===== src/uad_consts.svh =====
`ifndef UAD_CONSTS_SVH
`define UAD_CONSTS_SVH

// ==========================================================================
// register byte offsets on the apb side
`define UAD_OFF_TXCTRL  8'h00
`define UAD_OFF_RXCTRL  8'h04
`define UAD_OFF_BAUD    8'h08
`define UAD_OFF_TXDATA  8'h0c
`define UAD_OFF_RXDATA  8'h10
`define UAD_OFF_ISTAT   8'h14
`define UAD_OFF_IMASK   8'h18
`define UAD_OFF_FLAGS   8'h1c

// ==========================================================================
// transmit_status_control bit positions
`define UAD_TX_CLKSRC   7
`define UAD_TX_NINE_EN  6
`define UAD_TX_EN       5
`define UAD_TX_SYNC     4
`define UAD_TX_HSBAUD   2
`define UAD_TX_SHEMPTY  1
`define UAD_TX_NINTH    0

// rx_status_control bit positions
`define UAD_RC_PORTEN   7
`define UAD_RC_NINE_EN  6
`define UAD_RC_SREN     5
`define UAD_RC_CONTEN   4
`define UAD_RC_ADDRDET  3
`define UAD_RC_FERR     2
`define UAD_RC_OVERRUN  1
`define UAD_RC_NINTH    0

// interrupt status / mask bit positions
`define UAD_IRQ_RX      0
`define UAD_IRQ_OVR     1
`define UAD_IRQ_FERR    2
`define UAD_IRQ_TXE     3
`define UAD_IRQ_W       4

// ==========================================================================
// reset values and timing counts
`define UAD_TXCTRL_RST  8'h02
`define UAD_OVS_LAST    4'hf
`define UAD_OVS_MID     4'h7
`define UAD_LS_PAD      2'b11
`define UAD_FIFO_FULL   2'h2
`define UAD_TX_BITS8    4'h9
`define UAD_TX_BITS9    4'ha
`define UAD_RX_BITS8    4'h7
`define UAD_RX_BITS9    4'h8

`endif


===== src/uad_pkg.sv =====
package uad_pkg;

  // receive framing states
  typedef enum logic [1:0] {
    RX_IDLE,
    RX_START,
    RX_DATA,
    RX_STOP
  } uad_rx_st_e;

  // one entry of the receive buffer
  typedef struct packed {
    logic       ferr;
    logic       ninth;
    logic [7:0] data;
  } uad_rx_entry_s;

endpackage


===== src/uad_baud_gen.sv =====
`timescale 1ns/10ps
`include "uad_consts.svh"

module uad_baud_gen import uad_pkg::*; (
  input  wire logic       clk,         // system clock
  input  wire logic       rst_n,       // async reset, active low
  input  wire logic [7:0] divisor,     // baud_divisor value
  input  wire logic       high_speed,  // 1: divide by n+1, 0: by 4(n+1)
  input  wire logic       run,         // generator enabled
  output logic            tick         // one-cycle oversample tick
);

  logic [9:0] cnt_q;
  logic [9:0] limit;

  // low speed stretches the period by four
  assign limit = high_speed ? {2'b00, divisor} : {divisor, `UAD_LS_PAD};

  // ==========================================================================
  // divider; restarts whenever the port is off so phase is clean
  always_ff @(posedge clk or negedge rst_n) begin
    if (!rst_n) begin
      cnt_q <= 10'h000;
      tick  <= 1'b0;
    end else if (!run) begin
      cnt_q <= 10'h000;
      tick  <= 1'b0;
    end else if (cnt_q >= limit) begin
      cnt_q <= 10'h000;
      tick  <= 1'b1;
    end else begin
      cnt_q <= cnt_q + 10'h001;
      tick  <= 1'b0;
    end
  end

endmodule // uad_baud_gen


===== src/uad_serial_top.sv =====
// Overview of operation
// RQ1: address mode passes only ninth-bit-set characters
// RQ2: interrupt when rx flag sets and enabled
// RQ3: address mode characters read ninth bit one
// RQ4: address detect off passes every character
// RQ5: clearing continuous receive clears overrun flag
// RQ6: host configures baud, port, nine-bit, detect, receive
// RQ7: third word before read sets overrun
// RQ8: clock select: ignored async, master/slave sync
// RQ9: nine-bit transmit sends stored ninth bit
// RQ10: shift-empty status read-only, resets to one
// RQ11: high-speed select only acts in async mode
// RQ12: start low, lsb-first data, stop high
// RQ13: tx empty flag: enabled and buffer empty
`timescale 1ns/10ps
`include "uad_consts.svh"

module uad_serial_top import uad_pkg::*; (
  input  wire logic        pclk,       // system clock, 10 MHz
  input  wire logic        presetn,    // async reset, active low
  input  wire logic [7:0]  paddr,      // apb byte address
  input  wire logic        psel,       // apb select
  input  wire logic        penable,    // apb access phase
  input  wire logic        pwrite,     // apb direction
  input  wire logic [31:0] pwdata,     // apb write data
  output logic      [31:0] prdata,     // apb read data
  output logic             pready,     // apb ready, always one
  output logic             pslverr,    // apb error on unmapped address
  input  wire logic        rx_pin,     // serial receive line
  output logic             tx_pin_o,   // serial transmit level
  output logic             tx_pin_oe,  // transmit pin driven
  output logic             ck_pin_o,   // sync master clock level
  output logic             ck_pin_oe,  // clock pin driven (master)
  output logic             irq         // level interrupt
);

  // ==========================================================================
  // control registers
  logic       clk_src_sel_q, tx_nine_en_q, tx_en_q, sync_q, hs_baud_q, tx_ninth_q;
  logic       port_en_q, rx_nine_en_q, sren_q, cont_rx_en_q, addr_det_en_q;
  logic [7:0] baud_q;
  logic [`UAD_IRQ_W-1:0] istat_q, imask_q, ev;

  logic access, wr, rd, hit, setup;
  assign access = psel & penable;
  assign setup  = psel & ~penable;
  assign wr     = access & pwrite;
  assign rd     = access & ~pwrite;

  // zero-wait slave; unmapped offsets answer with an error
  assign pready = 1'b1;
  always_comb begin
    if      (paddr == `UAD_OFF_TXCTRL) hit = 1'b1;
    else if (paddr == `UAD_OFF_RXCTRL) hit = 1'b1;
    else if (paddr == `UAD_OFF_BAUD)   hit = 1'b1;
    else if (paddr == `UAD_OFF_TXDATA) hit = 1'b1;
    else if (paddr == `UAD_OFF_RXDATA) hit = 1'b1;
    else if (paddr == `UAD_OFF_ISTAT)  hit = 1'b1;
    else if (paddr == `UAD_OFF_IMASK)  hit = 1'b1;
    else if (paddr == `UAD_OFF_FLAGS)  hit = 1'b1;
    else                               hit = 1'b0;
  end
  assign pslverr = access & ~hit;

  // config writes; shift-empty bit is not writable [RQ10]
  always_ff @(posedge pclk or negedge presetn) begin
    if (!presetn) begin
      {clk_src_sel_q, tx_nine_en_q, tx_en_q, sync_q} <= 4'h0;
      {hs_baud_q, tx_ninth_q}                        <= 2'b00;
      {port_en_q, rx_nine_en_q, sren_q, cont_rx_en_q, addr_det_en_q} <= 5'h00;
      baud_q  <= 8'h00;
      imask_q <= '0;
    end else if (wr) begin
      if (paddr == `UAD_OFF_TXCTRL) begin
        clk_src_sel_q <= pwdata[`UAD_TX_CLKSRC];
        tx_nine_en_q  <= pwdata[`UAD_TX_NINE_EN];
        tx_en_q       <= pwdata[`UAD_TX_EN];
        sync_q        <= pwdata[`UAD_TX_SYNC];
        hs_baud_q     <= pwdata[`UAD_TX_HSBAUD];
        tx_ninth_q    <= pwdata[`UAD_TX_NINTH];
      end else if (paddr == `UAD_OFF_RXCTRL) begin
        port_en_q     <= pwdata[`UAD_RC_PORTEN];
        rx_nine_en_q  <= pwdata[`UAD_RC_NINE_EN];
        sren_q        <= pwdata[`UAD_RC_SREN];
        cont_rx_en_q  <= pwdata[`UAD_RC_CONTEN];
        addr_det_en_q <= pwdata[`UAD_RC_ADDRDET];
      end else if (paddr == `UAD_OFF_BAUD) begin
        baud_q <= pwdata[7:0];
      end else if (paddr == `UAD_OFF_IMASK) begin
        imask_q <= pwdata[`UAD_IRQ_W-1:0];
      end
    end
  end

  // ==========================================================================
  // baud generator; high speed select ignored in sync mode
  logic tick;
  uad_baud_gen u_baud (
    .clk        (pclk),
    .rst_n      (presetn),
    .divisor    (baud_q),
    .high_speed (hs_baud_q | sync_q),  // [RQ11]
    .run        (port_en_q),
    .tick       (tick)
  );

  // ==========================================================================
  // receive line synchroniser, idles at mark
  logic rx_s1_q, rx_s2_q;
  always_ff @(posedge pclk or negedge presetn) begin
    if (!presetn) begin
      rx_s1_q <= 1'b1;
      rx_s2_q <= 1'b1;
    end else begin
      rx_s1_q <= rx_pin;
      rx_s2_q <= rx_s1_q;
    end
  end

  // ==========================================================================
  // receive framing at sixteen ticks per bit
  uad_rx_st_e rx_st_q;
  logic [3:0] rx_ovs_q, rx_bit_q;
  logic [8:0] rx_sh_q;
  logic       overrun_q, rx_on, rx_done, rx_ferr, accept, push, pop, ovr_set;
  uad_rx_entry_s rx_new;

  // reception halts while an overrun is pending
  assign rx_on = port_en_q & cont_rx_en_q & ~sync_q & ~overrun_q;

  // lsb first; eight-bit frames end up in the upper bits [RQ12]
  always_ff @(posedge pclk or negedge presetn) begin
    if (!presetn) begin
      rx_st_q  <= RX_IDLE;
      rx_ovs_q <= 4'h0;
      rx_bit_q <= 4'h0;
      rx_sh_q  <= 9'h000;
    end else if (!rx_on) begin
      rx_st_q <= RX_IDLE;
    end else if (tick) begin
      rx_ovs_q <= rx_ovs_q + 4'h1;
      case (rx_st_q)
        RX_IDLE: begin
          rx_ovs_q <= 4'h0;
          if (!rx_s2_q) rx_st_q <= RX_START;
        end
        RX_START: begin
          if (rx_ovs_q == `UAD_OVS_MID) begin
            rx_ovs_q <= 4'h0;
            rx_bit_q <= 4'h0;
            // glitch shorter than half a bit is not a start
            rx_st_q  <= rx_s2_q ? RX_IDLE : RX_DATA;
          end
        end
        RX_DATA: begin
          if (rx_ovs_q == `UAD_OVS_LAST) begin
            rx_sh_q  <= {rx_s2_q, rx_sh_q[8:1]};
            rx_bit_q <= rx_bit_q + 4'h1;
            if (rx_bit_q == (rx_nine_en_q ? `UAD_RX_BITS9 : `UAD_RX_BITS8)) rx_st_q <= RX_STOP;
          end
        end
        default: begin
          if (rx_ovs_q == `UAD_OVS_LAST) rx_st_q <= RX_IDLE;
        end
      endcase
    end
  end

  assign rx_done      = rx_on & tick & (rx_st_q == RX_STOP) & (rx_ovs_q == `UAD_OVS_LAST);
  assign rx_ferr      = ~rx_s2_q;
  assign rx_new.ferr  = rx_ferr;
  assign rx_new.ninth = rx_nine_en_q & rx_sh_q[8];
  assign rx_new.data  = rx_nine_en_q ? rx_sh_q[7:0] : rx_sh_q[8:1];

  // address mode drops data characters; detect off passes all [RQ1] [RQ4]
  assign accept  = rx_done & ~(addr_det_en_q & rx_nine_en_q & ~rx_new.ninth);

  // ==========================================================================
  // two-deep receive buffer; a third word with no room is an overrun
  uad_rx_entry_s rx_mem_q [2];
  logic          wptr_q, rptr_q;
  logic [1:0]    cnt_q;
  uad_rx_entry_s head;

  assign head    = (cnt_q != 2'h0) ? rx_mem_q[rptr_q] : '0;
  assign pop     = rd & (paddr == `UAD_OFF_RXDATA) & (cnt_q != 2'h0);
  assign push    = accept & ((cnt_q != `UAD_FIFO_FULL) | pop);
  assign ovr_set = accept & (cnt_q == `UAD_FIFO_FULL) & ~pop;  // [RQ7]

  always_ff @(posedge pclk or negedge presetn) begin
    if (!presetn) begin
      rx_mem_q[0] <= '0;
      rx_mem_q[1] <= '0;
      wptr_q      <= 1'b0;
      rptr_q      <= 1'b0;
      cnt_q       <= 2'h0;
    end else begin
      if (push) begin
        rx_mem_q[wptr_q] <= rx_new;
        wptr_q           <= ~wptr_q;
      end
      if (pop) rptr_q <= ~rptr_q;
      cnt_q <= cnt_q + {1'b0, push} - {1'b0, pop};
    end
  end

  // overrun flag; only cleared by dropping continuous receive [RQ5] [RQ7]
  always_ff @(posedge pclk or negedge presetn) begin
    if (!presetn)           overrun_q <= 1'b0;
    else if (!cont_rx_en_q) overrun_q <= 1'b0;
    else if (ovr_set)       overrun_q <= 1'b1;
  end

  // ==========================================================================
  // transmit buffer and shift register
  logic [7:0]  txbuf_q;
  logic        txbuf_v_q, tx_busy_q, txd_q, tx_load, wr_tx, tx_empty, tx_empty_q;
  logic [9:0]  tx_shift_q;
  logic [3:0]  tx_ovs_q, tx_left_q;

  assign wr_tx    = wr & (paddr == `UAD_OFF_TXDATA);
  assign tx_load  = txbuf_v_q & ~tx_busy_q & tx_en_q & port_en_q & ~sync_q;
  assign tx_empty = tx_en_q & ~txbuf_v_q;  // [RQ13]

  // a write in the load cycle is kept, the old byte goes out
  always_ff @(posedge pclk or negedge presetn) begin
    if (!presetn) begin
      txbuf_q   <= 8'h00;
      txbuf_v_q <= 1'b0;
    end else if (wr_tx) begin
      txbuf_q   <= pwdata[7:0];
      txbuf_v_q <= 1'b1;
    end else if (tx_load) begin
      txbuf_v_q <= 1'b0;
    end
  end

  // start bit leaves at load, then data lsb first, ninth, stop [RQ9] [RQ12]
  always_ff @(posedge pclk or negedge presetn) begin
    if (!presetn) begin
      tx_shift_q <= 10'h3ff;
      tx_busy_q  <= 1'b0;
      txd_q      <= 1'b1;
      tx_ovs_q   <= 4'h0;
      tx_left_q  <= 4'h0;
    end else if (!tx_en_q || !port_en_q) begin
      tx_busy_q <= 1'b0;
      txd_q     <= 1'b1;
    end else if (tx_load) begin
      tx_shift_q <= {1'b1, tx_nine_en_q ? tx_ninth_q : 1'b1, txbuf_q};
      tx_busy_q  <= 1'b1;
      txd_q      <= 1'b0;
      tx_ovs_q   <= 4'h0;
      tx_left_q  <= tx_nine_en_q ? `UAD_TX_BITS9 : `UAD_TX_BITS8;
    end else if (tx_busy_q && tick) begin
      tx_ovs_q <= tx_ovs_q + 4'h1;
      if (tx_ovs_q == `UAD_OVS_LAST) begin
        if (tx_left_q == 4'h0) begin
          tx_busy_q <= 1'b0;
        end else begin
          txd_q      <= tx_shift_q[0];
          tx_shift_q <= {1'b1, tx_shift_q[9:1]};
          tx_left_q <= tx_left_q - 4'h1;
        end
      end
    end
  end

  assign tx_pin_o  = txd_q;
  assign tx_pin_oe = port_en_q;

  // clock pin driven only as sync master; async mode ignores select [RQ8]
  logic ck_q;
  always_ff @(posedge pclk or negedge presetn) begin
    if (!presetn)                                    ck_q <= 1'b0;
    else if (!(sync_q && clk_src_sel_q && port_en_q)) ck_q <= 1'b0;
    else if (tick)                                   ck_q <= ~ck_q;
  end
  assign ck_pin_o  = ck_q;
  assign ck_pin_oe = port_en_q & sync_q & clk_src_sel_q;

  // ==========================================================================
  // sticky interrupt status, write one to clear, set wins
  always_ff @(posedge pclk or negedge presetn) begin
    if (!presetn) tx_empty_q <= 1'b0;
    else          tx_empty_q <= tx_empty;
  end

  always_comb begin
    ev                = '0;
    ev[`UAD_IRQ_RX]   = push;  // [RQ2]
    ev[`UAD_IRQ_OVR]  = ovr_set;
    ev[`UAD_IRQ_FERR] = push & rx_ferr;
    ev[`UAD_IRQ_TXE]  = tx_empty & ~tx_empty_q;
  end

  always_ff @(posedge pclk or negedge presetn) begin
    if (!presetn) istat_q <= '0;
    else if (wr && paddr == `UAD_OFF_ISTAT) istat_q <= (istat_q & ~pwdata[`UAD_IRQ_W-1:0]) | ev;
    else istat_q <= istat_q | ev;
  end

  assign irq = |(istat_q & imask_q);  // [RQ2]

  // ==========================================================================
  // read data captured in setup so it is stable through access
  logic [7:0] tx_ctrl_rd, rx_ctrl_rd;
  assign tx_ctrl_rd = {clk_src_sel_q, tx_nine_en_q, tx_en_q, sync_q, 1'b0, hs_baud_q, ~tx_busy_q,
                       tx_ninth_q};  // [RQ10]
  assign rx_ctrl_rd = {port_en_q, rx_nine_en_q, sren_q, cont_rx_en_q, addr_det_en_q, head.ferr,
                       overrun_q, head.ninth};  // [RQ3]

  always_ff @(posedge pclk or negedge presetn) begin
    if (!presetn) prdata <= 32'h0000_0000;
    else if (setup && !pwrite) begin
      if      (paddr == `UAD_OFF_TXCTRL) prdata <= {24'h000000, tx_ctrl_rd};
      else if (paddr == `UAD_OFF_RXCTRL) prdata <= {24'h000000, rx_ctrl_rd};
      else if (paddr == `UAD_OFF_BAUD)   prdata <= {24'h000000, baud_q};
      else if (paddr == `UAD_OFF_RXDATA) prdata <= {24'h000000, head.data};
      else if (paddr == `UAD_OFF_ISTAT)  prdata <= {28'h0000000, istat_q};
      else if (paddr == `UAD_OFF_IMASK)  prdata <= {28'h0000000, imask_q};
      else if (paddr == `UAD_OFF_FLAGS)  prdata <= {30'h00000000, tx_empty, cnt_q != 2'h0};
      else                               prdata <= 32'h0000_0000;
    end
  end
endmodule // uad_serial_top


===== config.mk =====
export PLATFORM = sky130hd
export DESIGN_NAME = uad_serial_top
export DESIGN_NICKNAME = d
export VERILOG_FILES = /design/src/uad_pkg.sv /design/src/uad_baud_gen.sv /design/src/uad_serial_top.sv
export VERILOG_INCLUDE_DIRS = /design/src /design/src/src
export SDC_FILE = /design/constraint.sdc
export NUM_CORES = 1
export LEC_CHECK = 0
export ABC_AREA = 1
export ABC_CLOCK_PERIOD_IN_PS = 2250
export BUFFER_PORTS_ARGS = -buffer_cell sky130_fd_sc_hd__buf_4
export CAP_MARGIN = 10
export CORE_MARGIN = 5
export CORE_UTILIZATION = 54
export CTS_BUF_LIST = sky130_fd_sc_hd__clkbuf_2
export DETAILED_ROUTE_END_ITERATION = 6
export PLACE_DENSITY = 0.78
export SLEW_MARGIN = 20
export SYNTH_ARGS = -nofsm -noshare
export SYNTH_HDL_FRONTEND = slang
export SYNTH_SLANG_ARGS = --single-unit

===== constraint.sdc =====
create_clock -name pclk -period 2.25 [get_ports pclk]
set_input_delay 0.45 -clock pclk [delete_from_list [all_inputs] [get_ports pclk]]
set_output_delay 0.45 -clock pclk [all_outputs]
set_load 0.02 [all_outputs]

-- Word level (Yosys, flattened, before mapping)
Cells that the tools add are included.
W data, S select, Z words.
- output and inout bits: 39
- logic and storage cells: 245
- register bits after elaboration: 147
- reduce and logical (&&, ||, !) cells: 34
- add/sub/neg operators: 7
- bitwise logic cells: 58
- multiplexer cells: 72
- eq/ne operators: 28
- magnitude comparators: 4
- operators by type and width (kind ; count):
    $mux W10 ; 12
    $mux W4 ; 13
    $mux W8 ; 5
    $eq A8 B5 Y1 const B ; 4
    $and A1 B1 Y1 ; 30
    $mux W1 ; 27
    $bwmux W20 ; 1
    $mux W2 ; 10
    $not A1 Y1 ; 19
    $eq A8 B4 Y1 const B ; 2
    $pmux W4 S2 ; 2
    $ne A3 B3 Y1 const B ; 5
    $add A4 B1 Y4 const B ; 3
    $reduce_and A4 Y1 ; 3
    $add A10 B1 Y10 const B ; 1
    $demux W10 S1 ; 1
    $ge A10 B10 Y1 ; 1
    $reduce_and A5 Y1 ; 2
    $reduce_bool A2 Y1 ; 5
    $reduce_and A3 Y1 ; 3
    $reduce_bool A3 Y1 ; 3
    $and A4 B4 Y4 ; 2
    $eq A4 B4 Y1 const B ; 2
    $eq A8 B3 Y1 const B ; 1
    26 further kinds ; 46

-- Longest topological paths before layout
- depth after elaboration: 11
- depth in mapped cells: 12
- depth with buffers taken out: 10

-- Hierarchy
Synthesis repeated with hierarchy kept, for this count alone.
- cell total of the unflattened synthesis: 840
- area, all modules: 6734.0 um2
- modules (own cells, without submodules) (module ; cells each ; times used ; sequential area each (um2) ; area an instance (um2)):
    uad_serial_top ; 732 ; 1 ; 2792.7 ; 5895.7
    uad_baud_gen ; 108 ; 1 ; 275.3 ; 838.3

-- Worst setup path after synthesis
Ideal clock, no wire load.
- kind: reg2reg
- from: register sync_q
- to: register u_baud.cnt_q[7]
- slack: 0.084 ns
- stages on the path, launching flop included: 11
- buffers on the path: 2
- period minus slack after synthesis: 2.166 ns
- setup time: 0.132 ns
- arrival: 2.034 ns
- path through: dfrtp_1 nor2_1 clkbuf_1 nand2_1 ha_1 nand2_1 nor2_1 o211ai_1 nand4_1 clkbuf_1 nor2_1
- word-level cells in the longest chain between the ends: 5
- RTL lines (item ; line ; text):
    start, declared ; uad_serial_top.sv:39 ; logic clk_src_sel_q, tx_nine_en_q, tx_en_q, sync_q, hs_baud_q, tx_ninth_q;
    start signal, assigned ; uad_serial_top.sv:78 ; sync_q <= pwdata[`UAD_TX_SYNC];
    $or A1 B1 Y1 ; uad_serial_top.sv:102 ; .high_speed (hs_baud_q | sync_q),
    $mux W10 ; uad_baud_gen.sv:17 ; assign limit = high_speed ? {2'b00, divisor} : {divisor, `UAD_LS_PAD};
    $ge A10 B10 Y1 ; uad_baud_gen.sv:28 ; end else if (cnt_q >= limit) begin
    $mux W10 ; uad_baud_gen.sv:28 ;
    $mux W10 ; uad_baud_gen.sv:25 ; end else if (!run) begin
    end signal, assigned ; uad_baud_gen.sv:32 ; cnt_q <= cnt_q + 10'h001;
    end, declared ; uad_baud_gen.sv:13 ; logic [9:0] cnt_q;
Every way passes these cells.
A chain may end at the register's enable or synchronous reset.

-- Worst setup path in the final report
- from: register port_en_q (netlist: tx_pin_oe)
- to: output ck_pin_oe
- word-level cells in the longest chain between the ends: 2
- RTL lines (item ; line ; text):
    start, declared ; uad_serial_top.sv:40 ; logic port_en_q, rx_nine_en_q, sren_q, cont_rx_en_q, addr_det_en_q;
    start signal, assigned ; uad_serial_top.sv:82 ; port_en_q <= pwdata[`UAD_RC_PORTEN];
    $and A1 B1 Y1 (2 in a row) ; uad_serial_top.sv:280 ; assign ck_pin_oe = port_en_q & sync_q & clk_src_sel_q;
    end, declared ; uad_serial_top.sv:33 ; output logic ck_pin_oe,
Every way passes these cells.

==> run_results.csv <==
group,metric,value,unit
global_routing,antenna_found_initial,1,
clock_network,clock_sinks,122,
cells_and_area,seq_area,3070,sq um
floorplan,die-height,120,microns
routing,vias,5398,
clock_network,cts_tree,"done",
timing,relSlewSlack,64.1,%
routing,avgRoutedWirePerCell,14.3,microns
synthesis,synth-compound-area-share,13.3,%
place,place_area,6940,sq um
global_routing,grt_usage,21.2,%
timing,slew_violations,0,
cells_and_area,multi_input_area,3040,sq um
routing,dr.pass1.iters,5,
synthesis,seq_area_frac_synth,46.6,%
setup_path,worstPathRequired,1.80,ns
floorplan,die_w,120,microns
synthesis,ys_ff_latch,122,
timing,max_freq,472,MHz
routing,postRouteAntennaNets,0,
floorplan,core,12000,sq um
place,place_congestion,0.896,
timing,fin_skew,0.0314,ns
synthesis,synth_mux_area_share,0.304,%
synthesis,synthDistinctLibCells,44,
setup_path,criticalPathCategory,"reg2out",
power,p_leak,3.55,nW
clock_network,ctsRootBufferMaster,"clkbuf_2",
clock_network,cts_made_buffers,17,
synthesis,ys_warn_count,0,
clock_network,clk_latency,0.70,ns
timing,setup_viol,0,
synthesis,netlist_area,6590,sq um
synthesis,syn_inst,812,
timing,tightest_slew,0.536,ns
floorplan,num_io_pins,85,
place,portBuffers,35,
setup_path,worstSetupStartpointType,"flop",
floorplan,initial_core_util,54.9,%
global_routing,grt_pass1_wl,24600,microns
power,p_per_area,576,nW/um^2
outcome,status,"finished clean",
place,hpwl,10700,microns
cells_and_area,area_growth,11.4,%
synthesis,synthXorXnorAreaFrac,1.20,%
global_routing,grt_max_degree,41,
timing,period_share,94.2,%
floorplan,rows,40,
global_routing,grt_pass1_vias,5071,
setup_path,path_max_fanout,11,
clock_network,clkSlewWorstSetupHoldPaths,0.21,ns
synthesis,async_flop_share,100,%
global_routing,grt.overflow.total,0,
cells_and_area,drive_gt1_share,16.6,%
synthesis,synth-simple-area-share,25.4,%
cells_and_area,nNetsFinal,931,
min_path,hp-class,"in2reg",
routing,drtIter0Drc,470,
clock_network,clock_path_buffers,2,
routing,wl,14600,microns
synthesis,synthAdderAreaFrac,4.18,%
routing,avgViaCountPerCell,5.27,
power,max-vdd-ir-drop,0.000409,V
power,power,0.00422,W
cells_and_area,fin_area,7340,sq um
setup_path,end_kind,"primary output",
synthesis,synth-edff-count,0,
synthesis,syn_avg_cell_area,8.12,sq um
timing,period_needed,2.12,ns
timing,finalHoldViolations,0,
setup_path,arrival,1.67,ns
cells_and_area,post-route-util,61.1,%
job,cap_viol_max_count,0,
synthesis,synthFlopType,"dfrtp_1",
synthesis,synth_top_family_by_area,"simple AND/OR/NAND/NOR gates",
clock_network,htreeDepth,4,
routing,drc,0,
floorplan,dieArea,14500,sq um
cells_and_area,fillers,1072,
==> per-stage QoR <==
| stage | setup TNS [ns] | setup slack, ns | std cells | hold slack, ns |
|---|---|---|---|---|
| after global placement | 0 | 0.261 | 985 | 0.346 |
| after floorplan | 0 | 0.0841 | 835 | 0.154 |
| after global routing | -0.00386 | -0.00386 | 1024 | 0.0140 |
| final | 0 | 0.131 | 1024 | 0.0610 |
| after detailed placement | 0 | 0.132 | 985 | 0.349 |
| after CTS | 0 | 0.0351 | 1021 | 0.00655 |
==> cells in the mapped netlist (9+ instances only) <==
cell type,instances,area (sq um)
o21ai_0,64,320
buf_4,27,203
dfstp_2,12,315
inv_1,73,274
dfrtp_1,110,2750
o21ai_1,27,135
nand2_1,230,863
a21oi_1,34,170
nand4_1,9,56.3
ha_1,22,275
nor2_1,64,240
nand3_1,29,145
o21ai_2,10,87.6
a31oi_1,10,62.6
nor3_1,12,60.1
==> report_power, final <==
group          internal, W  switching (W)
logic            0.0000762       0.000175
registers          0.00222      0.0000164
clock network     0.000845       0.000897
==> state kept, by name (all words and copies together) (netlist names), 2 cells and up <==
name and cells:
rx_sh_q 9, rx_st_q 2, u_baud.cnt_q 10, cnt_q 2
tx_ovs_q 4, tx_shift_q 9, tx_left_q 4, rx_bit_q 4
rx_ovs_q 4, baud_q 8, imask_q 4, rx_mem_q 20
prdata 8, istat_q 4, txbuf_q 8
==> critical path: stages (launching register included) <==
cell     delay (ns)
dfrtp_2        0.42
buf_6          0.15
inv_2          0.09
nor3_4         0.14
buf_4          0.17
==> layer usage <==
metal  GRT usage (%)  share of wire, %  vias up  wire (microns)
li1                -                 -     2704               -
met5               0                 0        -               0
met1            28.8                45     2520            6580
met2            33.3                48      153            6960
met3            4.96               5.9       21             858
met4            7.93               1.7        0             244
==> cells by family after synthesis <==
group,after synthesis
AO/OA/AOI/OAI,157
XOR/XNOR,9
adder cells (fa/ha/maj),22
buffers and inverters,123
flip-flops,122
multiplexers,2
other,2
AND/OR/NAND/NOR,375
==> area by class of cell <==
type / instances / area share, %
diodes: 1 / 0.0341
clock buffers: 17 / 1.16
clock inverters: 15 / 3.07
inverters: 79 / 4.04
multi-input cells: 590 / 41.4
flip-flops and latches: 122 / 41.8
well taps: 147 / 2.51
repair buffers: 53 / 5.97
==> placed cells by master, fill, tap and decap left out, drive strengths merged, types with 22 or more instances in the layout <==
| master | instances |
|---|---|
| dfrtp | 110 |
| ha | 22 |
| nand3 | 33 |
| nor2 | 74 |
| buf | 49 |
| inv | 78 |
| a21oi | 34 |
| conb | 25 |
| o21ai | 102 |
| nand2 | 236 |
==> final timing paths <==
path / from / end / slack [ns] / cells past startpoint
max in group asynchronous: presetn / tx_pin_o / 1.36 / 3
setup / recovery: tx_pin_oe / ck_pin_oe / 0.13 / 4
min in group asynchronous: presetn / cnt_q[0] / 0.16 / 2
hold reg to reg: rx_s1_q / rx_s2_q / 0.37 / 0
hold / removal: pwdata[1] / baud_q[1] / 0.06 / 3
setup reg to reg: sync_q / u_baud.cnt_q[6] / 0.16 / 9
==> repair_timing <==
item / CTS / global route
buffers inserted: 1 / 0
hold buffers: 3 / 1
pin swaps: 1 / 0
resized for setup: 3 / 6
gates cloned: 0 / 1
endpoints found under the setup margin: 1 / 3
endpoints found under the hold margin: 91 / 1
(Power assumes the default switching activity.)
